### src/logic/wdw_cfg.svh
`ifndef WDW_CFG_SVH
`define WDW_CFG_SVH

// register addresses on the plain port
`define WDW_ADDR_CONTROL     4'h0
`define WDW_ADDR_RESET_CAUSE 4'h1
`define WDW_ADDR_STATUS      4'h2
`define WDW_ADDR_WAKE_EN     4'h3

// watchdog control layout and power-on value
`define WDW_KEY_MSB          7
`define WDW_KEY_LSB          3
`define WDW_SEL_MSB          2
`define WDW_SEL_LSB          0
`define WDW_CONTROL_RESET    8'h53
`define WDW_KEY_A            5'h0a
`define WDW_KEY_B            5'h15

// reset cause and status bit positions
`define WDW_KEY_FLAG_BIT     0
`define WDW_PDF_BIT          0
`define WDW_TO_BIT           1

// oscillator and software reset delay
`define WDW_OSC_HZ           32000
`define WDW_SRESET_DELAY_NS  32'd16000
`define WDW_CLK_PERIOD_NS    32'd8
`define WDW_SRESET_CYCLES    ((`WDW_SRESET_DELAY_NS + `WDW_CLK_PERIOD_NS - 32'd1) / `WDW_CLK_PERIOD_NS)

`endif

### src/logic/wdw_pkg.sv
package wdw_pkg;
  typedef enum logic [1:0] {
    WDW_RUN,
    WDW_HALTED,
    WDW_KEY_WAIT
  } wdw_state_type;
endpackage

### src/logic/wdw_watchdog_wakeup.sv
// Notes on behaviour
// halted core wakes on pin, interrupt, overflow
// halt enters low power, sets power-down flag
// power-down flag cleared by power-up, clear instruction
// per-pin wake enable, falling edge wakes
// disabled or stack-full interrupt resumes after halt
// enabled interrupt with free stack is serviced
// request already pending at halt cannot wake
// counter ticks on low-speed oscillator
// select codes 0-6 give 2^8..2^17 periods
// select code 7 gives 2^18 period
// bad key resets device after delay
// key powers up as enabling value
// key reset sets sticky flag, software clears
// running overflow resets device, sets timeout
// halted overflow sets flags, resets counter, stack
// bad key, clear, halt clear the counter
// software clears watchdog before period elapses
// power-on reset starts execution at zero
// halt clears counter, counting continues
//
// Decided for this implementation: the address map and strobed register access.
`include "wdw_cfg.svh"
`timescale 1ns/1ps
`default_nettype none

module wdw_watchdog_wakeup
  import wdw_pkg::*;
#(
  parameter int PORT_WIDTH = 8,
  parameter int SRESET_CYCLES = `WDW_SRESET_CYCLES
) (
  // clock and power-on reset
  input  wire logic                  clock,
  input  wire logic                  rst,
  // low-speed oscillator tick, one cycle per oscillator period
  input  wire logic                  low_speed_internal_osc,
  // core events
  input  wire logic                  halt_exec,
  input  wire logic                  watchdog_clear_instruction,
  input  wire logic                  irq_request,
  input  wire logic                  irq_enabled,
  input  wire logic                  stack_full,
  input  wire logic [PORT_WIDTH-1:0] port_a_in,
  // register port
  input  wire logic [3:0]            reg_addr,
  input  wire logic [7:0]            reg_wdata,
  input  wire logic                  reg_write,
  input  wire logic                  reg_read,
  output logic      [7:0]            reg_rdata,
  // results to the core
  output logic                       halted,
  output logic                       wake,
  output logic                       wake_take_irq,
  output logic                       device_reset,
  output logic                       pc_sp_reset
);

  // the read-back byte holds at most eight wake enables
  if (PORT_WIDTH < 1 || PORT_WIDTH > 8) begin : g_bad_width
    $error("PORT_WIDTH must be 1..8");
  end
  if (SRESET_CYCLES < 1) begin : g_bad_delay
    $error("SRESET_CYCLES must be at least 1");
  end

  localparam int DLY_W = $clog2(SRESET_CYCLES + 1);

  wdw_state_type             state_q, state_d;
  logic [7:0]                control_q, control_d;
  logic [PORT_WIDTH-1:0]     wake_en_q, wake_en_d;
  logic [PORT_WIDTH-1:0]     pins_q, pins_d;
  logic                      pdf_q, pdf_d;
  logic                      to_q, to_d;
  logic                      key_flag_q, key_flag_d;
  logic                      irq_blocked_q, irq_blocked_d;
  logic [17:0]               count_q, count_d;
  logic [DLY_W-1:0]          delay_q, delay_d;
  logic [7:0]                rdata_d;
  logic                      wake_d, take_d, dev_rst_d, pcsp_d;
  logic                      wake_q, take_q, dev_rst_q, pcsp_q;

  logic [4:0]  key;
  logic        key_ok;
  logic        overflow;
  logic        pin_fall;
  logic        irq_wake;
  logic [17:0] limit;
  logic [PORT_WIDTH-1:0] pin_fell;
  // raised by the clear instruction, a halt or a bad key
  logic        count_clear;

  assign key    = control_q[`WDW_KEY_MSB:`WDW_KEY_LSB];
  assign key_ok = (key == `WDW_KEY_A) || (key == `WDW_KEY_B);

  // period select to terminal count
  always_comb begin
    case (control_q[`WDW_SEL_MSB:`WDW_SEL_LSB])
      3'h0:    limit = 18'h000ff;
      3'h1:    limit = 18'h003ff;
      3'h2:    limit = 18'h00fff;
      3'h3:    limit = 18'h03fff;
      3'h4:    limit = 18'h07fff;
      3'h5:    limit = 18'h0ffff;
      3'h6:    limit = 18'h1ffff;
      default: limit = 18'h3ffff;
    endcase
  end

  // counter advances only on oscillator ticks
  assign overflow = low_speed_internal_osc && (count_q == limit);
  // one edge detector per pin; idle level high so release gives no false edge
  for (genvar i = 0; i < PORT_WIDTH; i++) begin : g_pin
    always_ff @(posedge clock) begin
      if (rst) begin
        pins_q[i] <= 1'b1;
      end else begin
        pins_q[i] <= pins_d[i];
      end
    end
    assign pin_fell[i] = pins_q[i] && !port_a_in[i] && wake_en_q[i];
  end
  assign pin_fall = |pin_fell;
  // a request already raised at halt is masked until it drops
  assign irq_wake = irq_request && !irq_blocked_q;

  always_comb begin
    state_d       = state_q;
    control_d     = control_q;
    wake_en_d     = wake_en_q;
    pins_d        = port_a_in;
    pdf_d         = pdf_q;
    to_d          = to_q;
    key_flag_d    = key_flag_q;
    irq_blocked_d = irq_blocked_q && irq_request;
    count_clear   = 1'b0;
    delay_d       = delay_q;
    wake_d        = 1'b0;
    take_d        = 1'b0;
    dev_rst_d     = 1'b0;
    pcsp_d        = 1'b0;

    if (reg_write) begin
      case (reg_addr)
        `WDW_ADDR_CONTROL:     control_d = reg_wdata;
        // only a zero clears; a one written is ignored
        `WDW_ADDR_RESET_CAUSE: if (!reg_wdata[`WDW_KEY_FLAG_BIT]) key_flag_d = 1'b0;
        `WDW_ADDR_WAKE_EN:     wake_en_d = reg_wdata[PORT_WIDTH-1:0];
        default: ;
      endcase
    end

    if (watchdog_clear_instruction) begin
      count_clear = 1'b1;
      pdf_d   = 1'b0;
      to_d    = 1'b0;
    end

    case (state_q)
      WDW_RUN: begin
        if (!key_ok) begin
          // bad key already in place: clear counter, wait out the delay
          count_clear = 1'b1;
          delay_d = DLY_W'(SRESET_CYCLES);
          state_d = WDW_KEY_WAIT;
        end else if (halt_exec) begin
          state_d       = WDW_HALTED;
          pdf_d         = 1'b1;
          to_d          = 1'b0;
          count_clear   = 1'b1;
          irq_blocked_d = irq_request;
        end else if (overflow) begin
          to_d      = 1'b1;
          dev_rst_d = 1'b1;
        end
      end
      WDW_HALTED: begin
        if (overflow) begin
          to_d    = 1'b1;
          pdf_d   = 1'b1;
          pcsp_d  = 1'b1;
          wake_d  = 1'b1;
          state_d = WDW_RUN;
        end else if (pin_fall || irq_wake) begin
          wake_d  = 1'b1;
          // pin wake or unserviceable interrupt resumes after the halt
          take_d  = irq_wake && irq_enabled && !stack_full;
          state_d = WDW_RUN;
        end
      end
      WDW_KEY_WAIT: begin
        count_clear = 1'b1;
        if (delay_q <= DLY_W'(1)) begin
          // the reset restores the key, so the flag survives it
          key_flag_d = 1'b1;
          dev_rst_d  = 1'b1;
          control_d  = `WDW_CONTROL_RESET;
          state_d    = WDW_RUN;
        end else begin
          delay_d = delay_q - DLY_W'(1);
        end
      end
      default: state_d = WDW_RUN;
    endcase
  end

  always_ff @(posedge clock) begin
    if (rst) begin
      // power-on: key enabling, flags clear, counter from zero
      state_q       <= WDW_RUN;
      control_q     <= `WDW_CONTROL_RESET;
      wake_en_q     <= '0;
      pdf_q         <= 1'b0;
      to_q          <= 1'b0;
      key_flag_q    <= 1'b0;
      irq_blocked_q <= 1'b0;
      delay_q       <= '0;
    end else begin
      state_q       <= state_d;
      control_q     <= control_d;
      wake_en_q     <= wake_en_d;
      pdf_q         <= pdf_d;
      to_q          <= to_d;
      key_flag_q    <= key_flag_d;
      irq_blocked_q <= irq_blocked_d;
      delay_q       <= delay_d;
    end
  end

  // result pulses reset low so nothing fires as reset drops
  always_ff @(posedge clock) begin
    if (rst) begin
      wake_q        <= 1'b0;
      take_q        <= 1'b0;
      dev_rst_q     <= 1'b0;
      pcsp_q        <= 1'b0;
    end else begin
      wake_q        <= wake_d;
      take_q        <= take_d;
      dev_rst_q     <= dev_rst_d;
      pcsp_q        <= pcsp_d;
    end
  end

  // counter group: any clear event wins over a tick in the same cycle
  always_comb begin
    count_d = count_q;
    if (low_speed_internal_osc) begin
      count_d = overflow ? 18'h00000 : count_q + 18'h00001;
    end
    if (count_clear) begin
      count_d = 18'h00000;
    end
  end

  always_ff @(posedge clock) begin
    if (rst) begin
      // power-on clears the counter, which then starts counting
      count_q <= 18'h00000;
    end else begin
      count_q <= count_d;
    end
  end

  // read group: data stands only in the cycle after the strobe
  always_comb begin
    rdata_d = 8'h00;
    if (reg_read) begin
      case (reg_addr)
        `WDW_ADDR_CONTROL:     rdata_d = control_q;
        `WDW_ADDR_RESET_CAUSE: rdata_d[`WDW_KEY_FLAG_BIT] = key_flag_q;
        `WDW_ADDR_STATUS: begin
          rdata_d[`WDW_PDF_BIT] = pdf_q;
          rdata_d[`WDW_TO_BIT]  = to_q;
        end
        `WDW_ADDR_WAKE_EN:     rdata_d[PORT_WIDTH-1:0] = wake_en_q;
        default:               rdata_d = 8'h00;
      endcase
    end
  end

  always_ff @(posedge clock) begin
    if (rst) begin
      reg_rdata <= 8'h00;
    end else begin
      reg_rdata <= rdata_d;
    end
  end

  assign halted        = (state_q == WDW_HALTED);
  assign wake          = wake_q;
  assign wake_take_irq = take_q;
  // core treats this as full reset; program counter restarts at zero
  assign device_reset  = dev_rst_q;
  assign pc_sp_reset   = pcsp_q;

endmodule // wdw_watchdog_wakeup

`default_nettype wire

### config.mk
export PLATFORM = sky130hd
export DESIGN_NAME = wdw_watchdog_wakeup
export DESIGN_NICKNAME = d
export VERILOG_FILES = /design/src/logic/wdw_pkg.sv /design/src/logic/wdw_watchdog_wakeup.sv
export VERILOG_INCLUDE_DIRS = /design/src /design/src/logic
export SDC_FILE = /design/constraint.sdc
export NUM_CORES = 1
export LEC_CHECK = 0
export CAP_MARGIN = 20
export CELL_PAD_IN_SITES_DETAIL_PLACEMENT = 1
export CELL_PAD_IN_SITES_GLOBAL_PLACEMENT = 2
export CORE_ASPECT_RATIO = 1.5
export CORE_MARGIN = 1.5
export CORE_UTILIZATION = 41
export CTS_CLUSTER_SIZE = 10
export DETAILED_ROUTE_END_ITERATION = 10
export DONT_BUFFER_PORTS = 1
export PLACE_DENSITY = 0.84
export SLEW_MARGIN = 10
export SYNTH_ARGS = -nofsm -noshare
export SYNTH_HDL_FRONTEND = slang
export SYNTH_SLANG_ARGS = --single-unit
### constraint.sdc
create_clock -name clock -period 4.8 [get_ports clock]
set_input_delay 0.48 -clock clock [delete_from_list [all_inputs] [get_ports clock]]
set_output_delay 0.48 -clock clock [all_outputs]
set_load 0.03 [all_outputs]
==> summary.txt <==
Floorplan
  • Die Height: between 100 and 150 um
  • Die area: 8678 um2
  • Starting density of the core: a little over two fifths
  • Row count: 40
  • Core Area: approximately 8000 um2
  • I/O pins: 43
  • Die width: about 77 um

Global routing
  • First-pass GRT wire length: 14.02 mm
  • Largest net degree at the start of global routing: 42
  • Total track usage: 20.85%
  • Initial antenna violation count: 0
  • Number of global-route vias before repair: roughly 2,800
  • Total grt overflow: 0

Timing
  • Fin Clk Skew: roughly 0.0074 ns
  • Slew headroom: around 28%
  • Final Hold Vio Count: 0
  • Worst Tran Pin Value: 1.085 ns
  • Final setup viols: 0
  • Post-route minimum period: around 2.3 ns
  • Fin. max-slew vios: 0
  • Max Fclk: 437.4 MHz
  • TNS Setup: 0 ns
  • Unrepaired setup endpoints after global routing: no
  • Final Cycle Share: between 40% and 50%

Synth
  • Post-synth EDFFs: 0
  • Mapped cell area: 3328 um2
  • Synth unique cells: 60
  • Gate Count Post-Synth: around 370
  • Syn. warnings: 0
  • Most frequent cell after synthesis: dfxtp_1
  • Ys flop type: dfxtp_1
  • Post-Syn Area per Cell: a little under 9 um2
  • Seq cells post-synth: 71
  • Sequential share of the synthesized area: roughly 43%
  • Synth area leader: dfxtp_1
  • Post-synth ARST share: 0%
  • Syn Nets: 405
  • Share of the synthesized area in the top cell type: a little over two fifths
  • Synth top cells by count: dfxtp_1, nand2_1, nand3_1, nor2_1, a21oi_1
  • Synth area leaders: dfxtp_1, nand2_1, nand3_1

Final layout
  • Ant diodes: 0
  • Final core occ: a little under half
  • Final instance area: around 3700 um2
  • Layout cells sized above 1: 13.40%
  • Fillers: 916
  • Final nets: 401
  • Post-synthesis to final-layout area growth: 9.737%

Power and ir drop
  • Comb power frac: under 10%
  • Power Dens Cells: 372.9 nW/um2
  • Sw Ratio: 24.64%
  • Share of power burned in registers: a little under half
  • Psw: 0.3356 mW
  • Worst vdd ir: ~0.23 mV
  • Leak: between 1 and 1.5 nW
  • Clock Power Share: 45.8%
  • Power Internal: 1.026 mW

CTS
  • Clock root buffer: clkbuf_16
  • Clock Latency Late Sink: approximately 0.34 ns
  • CTS max path bufs: 2
  • CTS Buf Count: 9
  • CTS resizes: 0
  • Setup repair bufs after CTS: 0
  • Hold-fix buffers at CTS: 0
  • CTS Sinks: just over 70
  • Reg clk slew, reported paths: roughly 0.06 ns
  • CTS H-tree lvls: 3
  • TritonCTS clock tree: done

Route
  • Detailed Route WL: 8.209 mm
  • Initial DRC count: 87
  • DRC viols: 0
  • Remaining antenna violation count: 0
  • Vias per cell: around 5.6
  • Vias post-DR: 2,680
  • DRT Pass-1 Iters: 4
  • WL/cell: roughly 17 um

Worst hold path
  • Hold WC Path Type: in -> reg
  • Hold Path Cell Cnt: 1
  • HP Start: rst
  • Worst Hold End: key_flag_q

Setup path
  • Sum of buffers and inverters on the critical path: 0
  • Reg2reg setup slack: roughly 2.5 ns
  • Stages on the worst setup path: 5
  • Worst path cell trace: and4bb_2 > mux2_2 > a22oi_2 > or4_1 > o22ai_1
  • CP delay by family, top: compound AO/OA/AOI/OAI gates
  • Reg2reg end: count_q[10]
  • CP required: 4.98 ns
  • Slowest stage cell, crit path: a22oi_2
  • Worst EP arrival: approximately 2.5 ns
  • Setup crit end kind: register
  • CP peak stage delay: 0.88 ns
  • Critical path type: reg -> reg
  • Launching element type of the critical path: register
  • CP Max Fanout: 19
  • Cells on worst reg2reg path: 5
  • R2R Path Start: control_q[5]

Placed design
  • Hpwl dp: 6.156 mm
  • Post-placement cell area: about 3400 um2
  • Gpl congestion: roughly 0.85
  • # port buffers: 0

Status
  • Status: finished, final reports clean

Job
  • Max Cap Viol: 0
-- area by class of cell --
type | instances | area, um2 | area share (%)
multi-input combinational | 281 | 1799 | 49.26
sequential | 71 | 1421 | 38.92
clock buffer | 13 | 260.3 | 7.126
tap | 105 | 131.4 | 3.597
clock inverter | 3 | 17.52 | 0.4796
inverter | 4 | 15.01 | 0.4111
timing repair buffer | 1 | 7.507 | 0.2056
-- logic make-up after synthesis --
group	share of synthesized area, %
AO/OA/AOI/OAI	12.26
flip-flops	42.71
buffers and inverters	3.233
adder cells (fa/ha/maj)	1.128
AND/OR/NAND/NOR	33.91
XOR/XNOR	5.000
multiplexers	1.767
-- state kept, by name (all words and copies together) (netlist names), 2 cells and up --
register and count:
control_q 8, count_q 18, delay_q 11, pins_q 8, reg_rdata 8, state_q 2
wake_en_q 8
-- per-layer routing --
| metal | GRT usage [%] | share of wire (%) |
|---|---|---|
| met4 | 7.778 | 1.9 |
| met3 | 6.774 | 4.1 |
| met2 | 36.90 | 53 |
| met5 | 0 | 0 |
| met1 | 23.16 | 41 |
-- power groups by stage --
stage / Combinational [mW] / Clock (mW) / Sequential [mW]
3_3_place_gp: 0.107 / 0 / 0.641
2_1_floorplan: 0.0979 / 0 / 0.634
3_5_place_dp: 0.109 / 0 / 0.642
4_1_cts: 0.110 / 0.639 / 0.629
6_report: 0.109 / 0.624 / 0.629
5_1_grt: 0.123 / 0.666 / 0.631
-- worst register-to-register path, stage by stage, from the launching register on --
cell and delay (ns):
dfxtp_1 0.37, and4bb_2 0.24, mux2_2 0.35, a22oi_2 0.88, or4_1 0.22, o22ai_1 0.07
-- cells in the final DEF (no fill, tap or decap), types with 3 or more instances in the layout --
cell and n:
or4_1 4, nor2b_1 4, nand3_1 28, ha_1 3, clkbuf_16 9, o21ai_1 4, xor2_1 14, nor4_1 4
o21ai_0 3, nor3_2 9, nand4_1 11, dfxtp_1 71, a22oi_1 7, xnor2_1 5, and3_1 4, nor4_2 3
inv_1 4, nor3_1 13, nand3b_1 9, a21oi_1 27, or2_2 9, nand4b_1 3, nor2_1 28, nand2_1 41
nand2b_1 7
-- worst max-delay path by stage --
stage / from / end / slack (ns)
2_1_floorplan: control_q[0] / to_q / 3.04
3_3_place_gp: control_q[3] / count_q[10] / 2.56
3_5_place_dp: control_q[3] / count_q[10] / 2.49
4_1_cts: control_q[3] / count_q[10] / 2.49
5_1_grt: control_q[5] / count_q[10] / 2.39
6_report: control_q[5] / count_q[10] / 2.51
-- stage by stage --
step | setup WS [ns] | hold WS, ns | power [mW] | instances
2_1_floorplan | 3.044 | 0.4448 | 0.7322 | 372
3_3_place_gp | 2.564 | 0.4699 | 0.7475 | 462
3_5_place_dp | 2.493 | 0.4852 | 0.7507 | 462
4_1_cts | 2.490 | 0.1992 | 1.377 | 478
5_1_grt | 2.385 | 0.2004 | 1.420 | 478
6_report | 2.514 | 0.2104 | 1.362 | 478
(Power assumes the default switching activity.)
